[src/hbsm_regs.vh]
// Register map, field positions and timing constants of the half-bridge mode controller
`ifndef HBSM_REGS_VH
`define HBSM_REGS_VH

`define HBSM_CTRL_OFF 8'h00
`define HBSM_STAT_OFF 8'h04
`define HBSM_FAULT_OFF 8'h08

`define HBSM_CTRL_SLEEP_N 0
`define HBSM_CTRL_RECOVERY 1
`define HBSM_CTRL_SUPPLY_OK 2
`define HBSM_CTRL_FCLR 3
`define HBSM_CTRL_RESET 32'h0000_0001

`define HBSM_STAT_SLEEP 0
`define HBSM_STAT_READY 1
`define HBSM_STAT_FAULT 2

`define HBSM_FAULT_OCP_LSB 0
`define HBSM_FAULT_OT 4

`define HBSM_CLK_MHZ 200
`define HBSM_CLR_MIN_US 20
`define HBSM_CLR_MAX_US 40
`define HBSM_UNDEF_MAX_US 120
`define HBSM_DEAD_NS 300
`define HBSM_CLR_MIN_CYC (`HBSM_CLR_MIN_US * `HBSM_CLK_MHZ)
`define HBSM_CLR_MAX_CYC (`HBSM_CLR_MAX_US * `HBSM_CLK_MHZ)
`define HBSM_UNDEF_MAX_CYC (`HBSM_UNDEF_MAX_US * `HBSM_CLK_MHZ)
`define HBSM_DEAD_CYC ((`HBSM_DEAD_NS * `HBSM_CLK_MHZ + 999) / 1000)
`define HBSM_SLEEP_ENTRY_CYC 32'd24000
`define HBSM_WAKE_CYC 32'd200000

`endif

[src/hbsm_top.v]
// Sleep, wake, fault-clear and dead-time control of a four-channel half-bridge driver
`timescale 1ns/100ps
`include "hbsm_regs.vh"

// Operation
// - Low sleep request disables bridges, regulator, pump
// - Sleep entered only after entry delay
// - Raising sleep request wakes automatically
// - Inputs ignored until wake delay passes
// - Operate only when awake and supply good
// - 20-40 us low pulse clears latched faults
// - 40-120 us low pulse clears faults
// - Clear pulse leaves pump and blocks alone
// - Four bridges, independent input and enable
// - 300 ns dead time on side change
// - Recovery select low keeps faults latched
// - Fault flag pulled low while fault held
module hbsm_top #(
  parameter [31:0] SLEEP_ENTRY_CYC = `HBSM_SLEEP_ENTRY_CYC,
  parameter [31:0] WAKE_CYC = `HBSM_WAKE_CYC
) (
  input wire aclk,
  input wire aresetn,
  input wire [7:0] s_axi_awaddr,
  input wire s_axi_awvalid,
  output wire s_axi_awready,
  input wire [31:0] s_axi_wdata,
  input wire [3:0] s_axi_wstrb,
  input wire s_axi_wvalid,
  output wire s_axi_wready,
  output reg [1:0] s_axi_bresp,
  output reg s_axi_bvalid,
  input wire s_axi_bready,
  input wire [7:0] s_axi_araddr,
  input wire s_axi_arvalid,
  output wire s_axi_arready,
  output reg [31:0] s_axi_rdata,
  output reg [1:0] s_axi_rresp,
  output reg s_axi_rvalid,
  input wire s_axi_rready,
  input wire [3:0] bridge_drive_input,
  input wire [3:0] bridge_enable_input,
  input wire [3:0] ocp_detect,
  input wire ot_detect,
  output reg [3:0] high_side_on,
  output reg [3:0] low_side_on,
  output reg charge_pump_en,
  output reg regulator_en,
  output reg logic_en,
  output wire fault_flag_low_o,
  output wire fault_flag_low_oe
);

  // Run, pending low, sleep and wake-delay states
  localparam [1:0] ST_RUN = 2'd0;
  localparam [1:0] ST_PEND = 2'd1;
  localparam [1:0] ST_SLEEP = 2'd2;
  localparam [1:0] ST_WAKE = 2'd3;

  // Low-time windows in clock cycles, held against the low counter
  localparam [31:0] CLR_MIN_CYC = `HBSM_CLR_MIN_CYC;
  localparam [31:0] UNDEF_MAX_CYC = `HBSM_UNDEF_MAX_CYC;
  // Gate-off time after a side change, rounded up to whole cycles
  localparam [31:0] DEAD_WIDE = `HBSM_DEAD_CYC;
  localparam [7:0] DEAD_CYC = DEAD_WIDE[7:0];

  reg [31:0] ctrl_q;
  reg [1:0] state_q;
  reg [31:0] low_cnt_q;
  reg [31:0] wake_cnt_q;
  reg [3:0] ocp_q;
  reg ot_q;
  reg aw_hold_q;
  reg w_hold_q;
  reg [7:0] aw_addr_q;
  reg [31:0] w_data_q;
  reg [3:0] w_strb_q;
  reg sleep_req_q;
  // Set while a low on the sleep request interrupted the wake delay
  reg wake_pend_q;

  // Supply and pin levels arrive as control-register bits
  wire sleep_request_low = ctrl_q[`HBSM_CTRL_SLEEP_N];
  wire recovery_auto = ctrl_q[`HBSM_CTRL_RECOVERY];
  wire supply_ok = ctrl_q[`HBSM_CTRL_SUPPLY_OK];
  wire rise = sleep_request_low & ~sleep_req_q;
  wire asleep = (state_q == ST_SLEEP);
  wire ready = (state_q == ST_RUN) & supply_ok;
  // A supply below lockout also pulls the flag
  wire fault_any = (|ocp_q) | ot_q | ~supply_ok;
  // A rising edge after a low of 20..120 us clears latches; faults in 40..120 also clear
  wire clr_pulse = rise && (low_cnt_q > CLR_MIN_CYC) &&
    (low_cnt_q <= UNDEF_MAX_CYC);
  wire sw_clr;

  // AXI4-Lite write: address and data taken independently, response after both
  // A held item keeps its ready low, so a second one waits for the response
  assign s_axi_awready = ~aw_hold_q;
  assign s_axi_wready = ~w_hold_q;
  assign s_axi_arready = ~s_axi_rvalid;
  wire wr_go = aw_hold_q & w_hold_q & ~s_axi_bvalid;
  assign sw_clr = wr_go && aw_addr_q == `HBSM_CTRL_OFF && w_strb_q[0] &&
    w_data_q[`HBSM_CTRL_FCLR];

  always @(posedge aclk) begin
    if (!aresetn) begin
      aw_hold_q <= 1'b0;
      w_hold_q <= 1'b0;
      aw_addr_q <= 8'h00;
      w_data_q <= 32'h0000_0000;
      w_strb_q <= 4'h0;
      s_axi_bvalid <= 1'b0;
      s_axi_bresp <= 2'b00;
      ctrl_q <= `HBSM_CTRL_RESET;
    end else begin
      if (s_axi_awvalid && !aw_hold_q) begin
        aw_hold_q <= 1'b1;
        aw_addr_q <= s_axi_awaddr;
      end
      if (s_axi_wvalid && !w_hold_q) begin
        w_hold_q <= 1'b1;
        w_data_q <= s_axi_wdata;
        w_strb_q <= s_axi_wstrb;
      end
      if (wr_go) begin
        s_axi_bvalid <= 1'b1;
        aw_hold_q <= 1'b0;
        w_hold_q <= 1'b0;
        if (aw_addr_q == `HBSM_CTRL_OFF) begin
          s_axi_bresp <= 2'b00;
          if (w_strb_q[0]) begin
            ctrl_q <= {29'd0, w_data_q[2:0]};
          end
        end else if (aw_addr_q == `HBSM_STAT_OFF || aw_addr_q == `HBSM_FAULT_OFF) begin
          s_axi_bresp <= 2'b00;
        end else begin
          s_axi_bresp <= 2'b10;
        end
      end else if (s_axi_bvalid && s_axi_bready) begin
        s_axi_bvalid <= 1'b0;
      end
    end
  end

  // Reads answer the edge after the address is taken; unknown offsets give SLVERR
  always @(posedge aclk) begin
    if (!aresetn) begin
      s_axi_rvalid <= 1'b0;
      s_axi_rdata <= 32'h0000_0000;
      s_axi_rresp <= 2'b00;
    end else if (s_axi_arvalid && !s_axi_rvalid) begin
      s_axi_rvalid <= 1'b1;
      s_axi_rresp <= 2'b00;
      case (s_axi_araddr)
        `HBSM_CTRL_OFF: s_axi_rdata <= ctrl_q;
        `HBSM_STAT_OFF: s_axi_rdata <= {29'd0, fault_any, ready, asleep};
        `HBSM_FAULT_OFF: s_axi_rdata <= {27'd0, ot_q, ocp_q};
        default: begin
          s_axi_rdata <= 32'h0000_0000;
          s_axi_rresp <= 2'b10;
        end
      endcase
    end else if (s_axi_rvalid && s_axi_rready) begin
      s_axi_rvalid <= 1'b0;
    end
  end

  // Mode sequencing: the low counter times every low on the sleep request
  // and saturates, so a very long low still reads as a full sleep request
  always @(posedge aclk) begin
    if (!aresetn) begin
      state_q <= ST_WAKE;
      low_cnt_q <= 32'd0;
      wake_cnt_q <= 32'd0;
      // Reset value is the awake level, so release never looks like a rising edge
      sleep_req_q <= 1'b1;
      wake_pend_q <= 1'b0;
    end else begin
      sleep_req_q <= sleep_request_low;
      if (!sleep_request_low) begin
        if (low_cnt_q != 32'hFFFF_FFFF) begin
          low_cnt_q <= low_cnt_q + 32'd1;
        end
      end else begin
        low_cnt_q <= 32'd0;
      end
      case (state_q)
        ST_RUN: begin
          if (!sleep_request_low) begin
            state_q <= ST_PEND;
            wake_pend_q <= 1'b0;
          end
        end
        ST_PEND: begin
          // Short pulses return without ever sleeping, so the pump is untouched
          if (sleep_request_low) begin
            // A pulse inside the wake delay resumes it instead of skipping it
            if (wake_pend_q) begin
              state_q <= ST_WAKE;
            end else begin
              state_q <= ST_RUN;
            end
          end else if (low_cnt_q + 32'd1 >= SLEEP_ENTRY_CYC &&
              low_cnt_q >= UNDEF_MAX_CYC) begin
            // Entry never comes before the undefined window ends: shorter lows only clear
            state_q <= ST_SLEEP;
          end
        end
        ST_SLEEP: begin
          if (sleep_request_low) begin
            state_q <= ST_WAKE;
            wake_cnt_q <= 32'd0;
          end
        end
        ST_WAKE: begin
          if (!sleep_request_low) begin
            state_q <= ST_PEND;
            wake_pend_q <= 1'b1;
          end else if (wake_cnt_q + 32'd1 >= WAKE_CYC) begin
            state_q <= ST_RUN;
          end else begin
            wake_cnt_q <= wake_cnt_q + 32'd1;
          end
        end
        default: state_q <= ST_SLEEP;
      endcase
    end
  end

  // Fault latches: detection sets win over any clear in the same cycle
  always @(posedge aclk) begin
    if (!aresetn) begin
      ocp_q <= 4'h0;
      ot_q <= 1'b0;
    end else begin
      if (clr_pulse || sw_clr || asleep) begin
        ocp_q <= ocp_detect;
        ot_q <= ot_detect;
      end else if (recovery_auto) begin
        // Auto recovery: each latch follows its detector
        ocp_q <= ocp_detect;
        ot_q <= ot_detect;
      end else begin
        ocp_q <= ocp_q | ocp_detect;
        ot_q <= ot_q | ot_detect;
      end
    end
  end

  // Open drain: the pin is only ever pulled low, never driven high
  assign fault_flag_low_o = 1'b0;
  assign fault_flag_low_oe = fault_any & logic_en;

  always @(posedge aclk) begin
    if (!aresetn) begin
      charge_pump_en <= 1'b0;
      regulator_en <= 1'b0;
      logic_en <= 1'b0;
    end else begin
      // Overtemperature stops the pump; overcurrent leaves it running
      charge_pump_en <= ~asleep & supply_ok & ~ot_q;
      regulator_en <= ~asleep;
      logic_en <= ~asleep;
    end
  end

  // Per-bridge dead-time generator
  // Counting restarts on every side change or re-enable
  genvar i;
  generate
    for (i = 0; i < 4; i = i + 1) begin : g_br
      reg [7:0] dt_q;
      reg side_q;
      wire go = ready & bridge_enable_input[i] & ~ocp_q[i] & ~ot_q;
      always @(posedge aclk) begin
        if (!aresetn) begin
          dt_q <= 8'd0;
          side_q <= 1'b0;
          high_side_on[i] <= 1'b0;
          low_side_on[i] <= 1'b0;
        end else if (!go) begin
          dt_q <= 8'd0;
          side_q <= bridge_drive_input[i];
          high_side_on[i] <= 1'b0;
          low_side_on[i] <= 1'b0;
        end else if (bridge_drive_input[i] != side_q) begin
          side_q <= bridge_drive_input[i];
          dt_q <= 8'd0;
          high_side_on[i] <= 1'b0;
          low_side_on[i] <= 1'b0;
        end else if (dt_q < DEAD_CYC) begin
          dt_q <= dt_q + 8'd1;
          high_side_on[i] <= 1'b0;
          low_side_on[i] <= 1'b0;
        end else begin
          high_side_on[i] <= side_q;
          low_side_on[i] <= ~side_q;
        end
      end
    end
  endgenerate

endmodule

[config.mk]
export PLATFORM = sky130hd
export DESIGN_NAME = hbsm_top
export DESIGN_NICKNAME = d
export VERILOG_FILES = /design/src/hbsm_top.v
export VERILOG_INCLUDE_DIRS = /design/src
export SDC_FILE = /design/constraint.sdc
export NUM_CORES = 1
export LEC_CHECK = 0
export ABC_AREA = 1
export BUFFER_PORTS_ARGS = -buffer_cell sky130_fd_sc_hd__clkbuf_2
export CORE_MARGIN = 2
export CORE_UTILIZATION = 44
export DETAILED_ROUTE_END_ITERATION = 6
export SLEW_MARGIN = 30
export SYNTH_ARGS = -nofsm -noshare
export SYNTH_HDL_FRONTEND = slang
export SYNTH_SLANG_ARGS = --single-unit
[constraint.sdc]
create_clock -name aclk -period 5.24 [get_ports aclk]
set_input_delay 0.262 -clock aclk [delete_from_list [all_inputs] [get_ports aclk]]
set_output_delay 0.262 -clock aclk [all_outputs]
set_load 0.02 [all_outputs]
# Word-level counts from Yosys, hierarchy flattened
# Index checks and enable logic that the tools add are counted.
[classes]
addsub = 6
magnitude_cmp = 9
eq_ne = 23
n_mux = 35
n_bitwise = 44
reduce_logical = 40
[op_table]
columns = ["cell", "n"]
rows = [
  ["2-to-1 mux 32 bit", 3],
  ["adder 32 x 1 -> 32 bit (second input constant)", 2],
  [">= comparator 32 x 15 -> 1 bit (second input constant)", 2],
  ["one-hot mux 32 bit (2 select lines)", 1],
  ["adder 8 x 1 -> 8 bit (second input constant)", 4],
  [">= comparator 32 x 18 -> 1 bit (second input constant)", 1],
  ["> comparator 32 x 12 -> 1 bit (second input constant)", 1],
  ["<= comparator 32 x 15 -> 1 bit (second input constant)", 1],
  ["< comparator 8 x 6 -> 1 bit (second input constant)", 4],
  ["inequality test 32 bit (second input constant)", 1],
  ["NOT 1 bit", 21],
  ["2-to-1 mux 2 bit", 10],
  ["OR reduction 4 bit", 5],
  ["AND 1 bit", 19],
  ["equality test 8 x 3 -> 1 bit (second input constant)", 2],
  ["equality test 8 x 4 -> 1 bit (second input constant)", 2],
  ["logical NOT 8 bit", 2],
  ["2-to-1 mux 1 bit", 16],
  ["one-hot mux 5 bit (3 select lines)", 1],
  ["OR reduction 3 bit", 5],
  ["logical AND 1 bit", 11],
  ["inequality test 2 bit (second input constant)", 5],
  ["2-to-1 mux 4 bit", 2],
  ["inequality test 2 x 1 -> 1 bit (second input constant)", 4],
  ["15 further kinds", 32],
]
[word_totals]
reg_bits = 175
in_bits = 72
wordCells = 193

# Logic depth before layout (Yosys ltp)
[logic_depth]
ltp_word = 8
mapped_depth = 19
depth_no_buf = 18

# Least setup slack after synthesis
# OpenSTA, ideal clock, no wires.
[synth_path]
path_kind = "reg-to-reg"
from = "register low_cnt_q[0]"
to = "register (tool-made name)"
setup_ns = 0.130
t_arrival_ns = 2.021
required_time_ns = 5.110
path_slack_ns = 3.089
path_stages_with_launch = 17
period_less_slack_ns = 2.151
cell_sequence = "dfxtp_1 > ha_1 > nand2_1 > nor2_1 > nand2_1 > nor2_1 > nand2_1 > nand2_1 > nand2_1 > nor2_1 > nand3_1 > nor2_1 > nand3_1 > nand2_1 > nand2_1 > nand4_1 > nand3_1"
[synth_rtl]
columns = ["item", "line_no", "text"]
rows = [
  ["start, declared", "hbsm_top.v:69", "reg [31:0] low_cnt_q;"],
  ["start signal, assigned", "hbsm_top.v:182", "low_cnt_q <= low_cnt_q + 32'd1;"],
]

# Final worst setup path
[layout_path]
from = "register low_cnt_q[0]"
to = "register low_cnt_q[0]"
[layout_via]
elab_chain_len = 1
word_cells_on_any_way = 2
classes_between = "1 x add/sub; 1 x eq/ne"
[layout_lines]
columns = ["item", "line_no"]
rows = [
  ["adder 32 x 1 -> 32 bit or inequality test 32 bit (tied branches)", "hbsm_top.v:182, hbsm_top.v:181"],
]
# Parallel ways exist; a longest one is shown, timed or not.
# A chain may end at the register's enable or synchronous reset.

==> impl_metrics.yaml <==
run_status:
  status: "finished clean"
yosys:
  ys_ff_latch: 146
  ys_types: 40
  ys_warn_count: 0
  yosysSeqAreaShare: 0.382
  syn_area_um2: 7640
  syn_avg_cell_area_um2: 6.51
  netlist_instances: 1174
floorplanning:
  ios: 126
  initial_core_util: 0.447
  core_area_um2: 17100
  dieWidth_um: 136
  die_area_um2: 18400
  die-height_um: 136
  rows: 48
grt:
  grt_pass1_wl_um: 29700
  grt_max_degree: 40
  first_global_vias: 6438
  grtUsageTotal: 0.200
  grt_overflow: 0
  antenna_found_initial: 0
timing:
  rsz0062_at_grt: "no"
  slew_viol_final: 0
  period_minus_slack_ns: 3.04
  finalCritPeriodShare: 0.579
  tightest_slew_ns: 0.691
  setup_viol: 0
  max_slew_margin: 0.535
  hold_viol_final: 0
  fmax_mhz: 329
  skew_ns: 0.00817
  setup_tns_ns: 0
  hold_ws_ns: 0.0534
clock_network:
  cts_hold_buf: 0
  clkTransAtPathRegs_ns: 0.06
  postCtsSetupRepairBufs: 0
  cts_made_buffers: 17
  h-tree-depth: 4
  cts.sinks: 146
  cts_resized: 0
  cts_max_path_buffers: 2
  clkLatencyLatePin_ns: 0.42
  clockRootBuffer: "clkbuf_16"
  cts_tree: "done"
critical_path:
  crit_path_end_kind: "flop"
  crit_buf_inv: 1
  slowest_delay_ns: 0.52
  reg2reg_slack_ns: 2.20
  worst_ep_arrival_time_ns: 3.33
  required_ns: 5.54
  crit_top_cell: "nand2_1"
  cp_cell_sequence: "ha_1, nand2_1, nor2_1, nand2_1, nor2_2, nand2_1, nor2_1, inv_1, o21ai_0, a21oi_1"
  reg2reg_from: "low_cnt_q[0]"
  worstSetupEndpoint: "low_cnt_q[0]"
  critPathTopFamily: "simple AND/OR/NAND/NOR gates"
  reg2reg_depth: 10
  worstSetupPathDepth: 10
  regToRegEndpoint: "low_cnt_q[0]"
  slowest_stage: "nor2_1"
  crit_type: "reg2reg"
  path_max_fanout: 12
  start_kind: "flop"
  startpoint: "low_cnt_q[0]"
finish:
  final_cell_mix: "nand2_1, nor2_1, inv_1, dfxtp_1, clkbuf_2"
  ff_latch_area_um2: 2920
  drive_above_1_share: 0.0980
  fin_nets: 1321
  diodes: 0
  nFillCells: 1793
  layout_commonest_cell: "nand2_1"
  multi_input_area_um2: 3900
  syn2layout_area_growth_pct: 13.7
run:
  maxCapViolations: 0
power:
  total_power_mw: 2.90
  leakage_nw: 3.71
  p_per_area_nw_per_um2: 334
  peakVddDrop_mv: 0.252
placed_design:
  gp_congestion: 0.927
  numPortBuffers: 64
  hpwl_um: 13200
route:
  drc: 0
  ant_nets: 0
  dr.pass1.iters: 5
  num_vias: 7065
  viasPerCell: 4.77
  routedWlPerCell_um: 11.9
  drtIter0Drc: 382
  drt-total-wl_um: 17600
min_path:
  min_path_type: "in2reg"
[kinds of logic (layout without fill, tap and decap cells)]
| group | count (synthesis) | after routing | synth area share |
|---|---|---|---|
| AOI/OAI and AO/OA | 159 | 159 | 0.113 |
| xor gates and xnor gates | 15 | 15 | 0.0172 |
| adders and majority gates | 7 | 7 | 0.0115 |
| buffers and inverters | 217 | 269 | 0.124 |
| DFF | 146 | 146 | 0.382 |
| other | 1 | 30 | 0.000491 |
| and+or+nand+nor | 629 | 629 | 0.351 |
[flip-flops by register name (all words and copies together), names as in the netlist, 3 cells and up, named ones only]
register / flops
wake_cnt_q: 32
g_br.side_q: 4
g_br.dt_q: 32
aw_addr_q: 8
w_data_q: 4
s_axi_rdata: 5
low_side_on: 4
ocp_q: 4
low_cnt_q: 32
high_side_on: 4
ctrl_q: 3
[worst reg2reg max path, stage by stage, from the launching register on]
cell	delay, ns
dfxtp_1	0.43
ha_1	0.23
nand2_1	0.08
nor2_1	0.36
nand2_1	0.17
nor2_2	0.30
nand2_1	0.12
nor2_1	0.52
inv_1	0.40
o21ai_0	0.25
a21oi_1	0.06
[through the flow]
step | cells | utilization | setup WS [ns] | area, µm²
2_1_floorplan | 1203 | - | 3.09 | 7750
3_3_place_gp | 1447 | 0.471 | 2.12 | 8060
3_5_place_dp | 1447 | 0.471 | 2.12 | 8070
4_1_cts | 1479 | 0.506 | 2.11 | 8660
5_1_grt | 1480 | 0.508 | 1.86 | 8690
6_report | 1480 | 0.508 | 2.20 | 8690
[synthesized netlist by cell type]
cell type,number,area share
nand4_1,13,0.011
buf_4,33,0.032
o211ai_1,2,0.0020
nor2_1,193,0.095
xnor2_1,4,0.0046
nand2_1,291,0.14
nor2_4,6,0.0088
xor2_1,11,0.013
nand3_2,2,0.0026
buf_6,1,0.0015
dfxtp_1,146,0.38
and3_1,3,0.0025
clkbuf_1,11,0.0054
o21bai_1,5,0.0049
nor2_2,5,0.0041
a21oi_1,59,0.039
o22ai_1,2,0.0016
a21oi_4,1,0.0021
buf_2,1,0.00065
o32ai_1,1,0.0011
o211a_1,1,0.0013
ha_1,7,0.011
a31oi_1,8,0.0065
nor4_1,14,0.011
and2_1,4,0.0033
clkinv_1,2,0.00098
o221ai_1,1,0.0011
o21ai_1,9,0.0059
buf_1,2,0.00098
nor3b_1,2,0.0020
nand3b_1,13,0.013
inv_1,167,0.082
nand2_2,4,0.0033
conb_1,1,0.00049
nor3_1,31,0.020
o21a_1,6,0.0059
or2_2,2,0.0016
nand3_1,46,0.030
o21ai_0,63,0.041
a211oi_1,1,0.00098
[cell type report]
| cell class | instances | share of cell area |
|---|---|---|
| multi-input cells | 840 | 0.449 |
| clock inverters | 15 | 0.0190 |
| flip-flops and latches | 146 | 0.336 |
| well taps | 225 | 0.0324 |
| inverters | 169 | 0.0730 |
| clock buffers | 17 | 0.0490 |
| repair buffers | 68 | 0.0412 |
[per-layer routing]
metal	GRT usage	share of wire	vias up
li1	-	-	3795
met4	0.0775	0.025	0
met5	0	0	-
met3	0.0389	0.038	29
met2	0.323	0.46	105
met1	0.262	0.48	3136
[how the worst min path moves through the flow]
stage,cells after the start,slack [ns],startpoint,end
after floorplan,2,0.36,bridge_drive_input[0],g_br[0].side_q
after global placement,2,0.42,g_br[3].dt_q[6],g_br[3].dt_q[6]
after detailed placement,2,0.42,g_br[1].dt_q[6],g_br[1].dt_q[6]
after CTS,3,0.04,bridge_drive_input[3],g_br[3].side_q
after global routing,2,0.05,ocp_detect[3],ocp_q[3]
final,3,0.05,bridge_drive_input[3],g_br[3].side_q
[report_power, final]
group | internal (mW) | switching (mW)
Combinational | 0.145 | 0.287
Sequential | 1.18 | 0.0825
Clock | 0.677 | 0.528
Total | 2.00 | 0.897
Power figures use the tool's default switching activity.
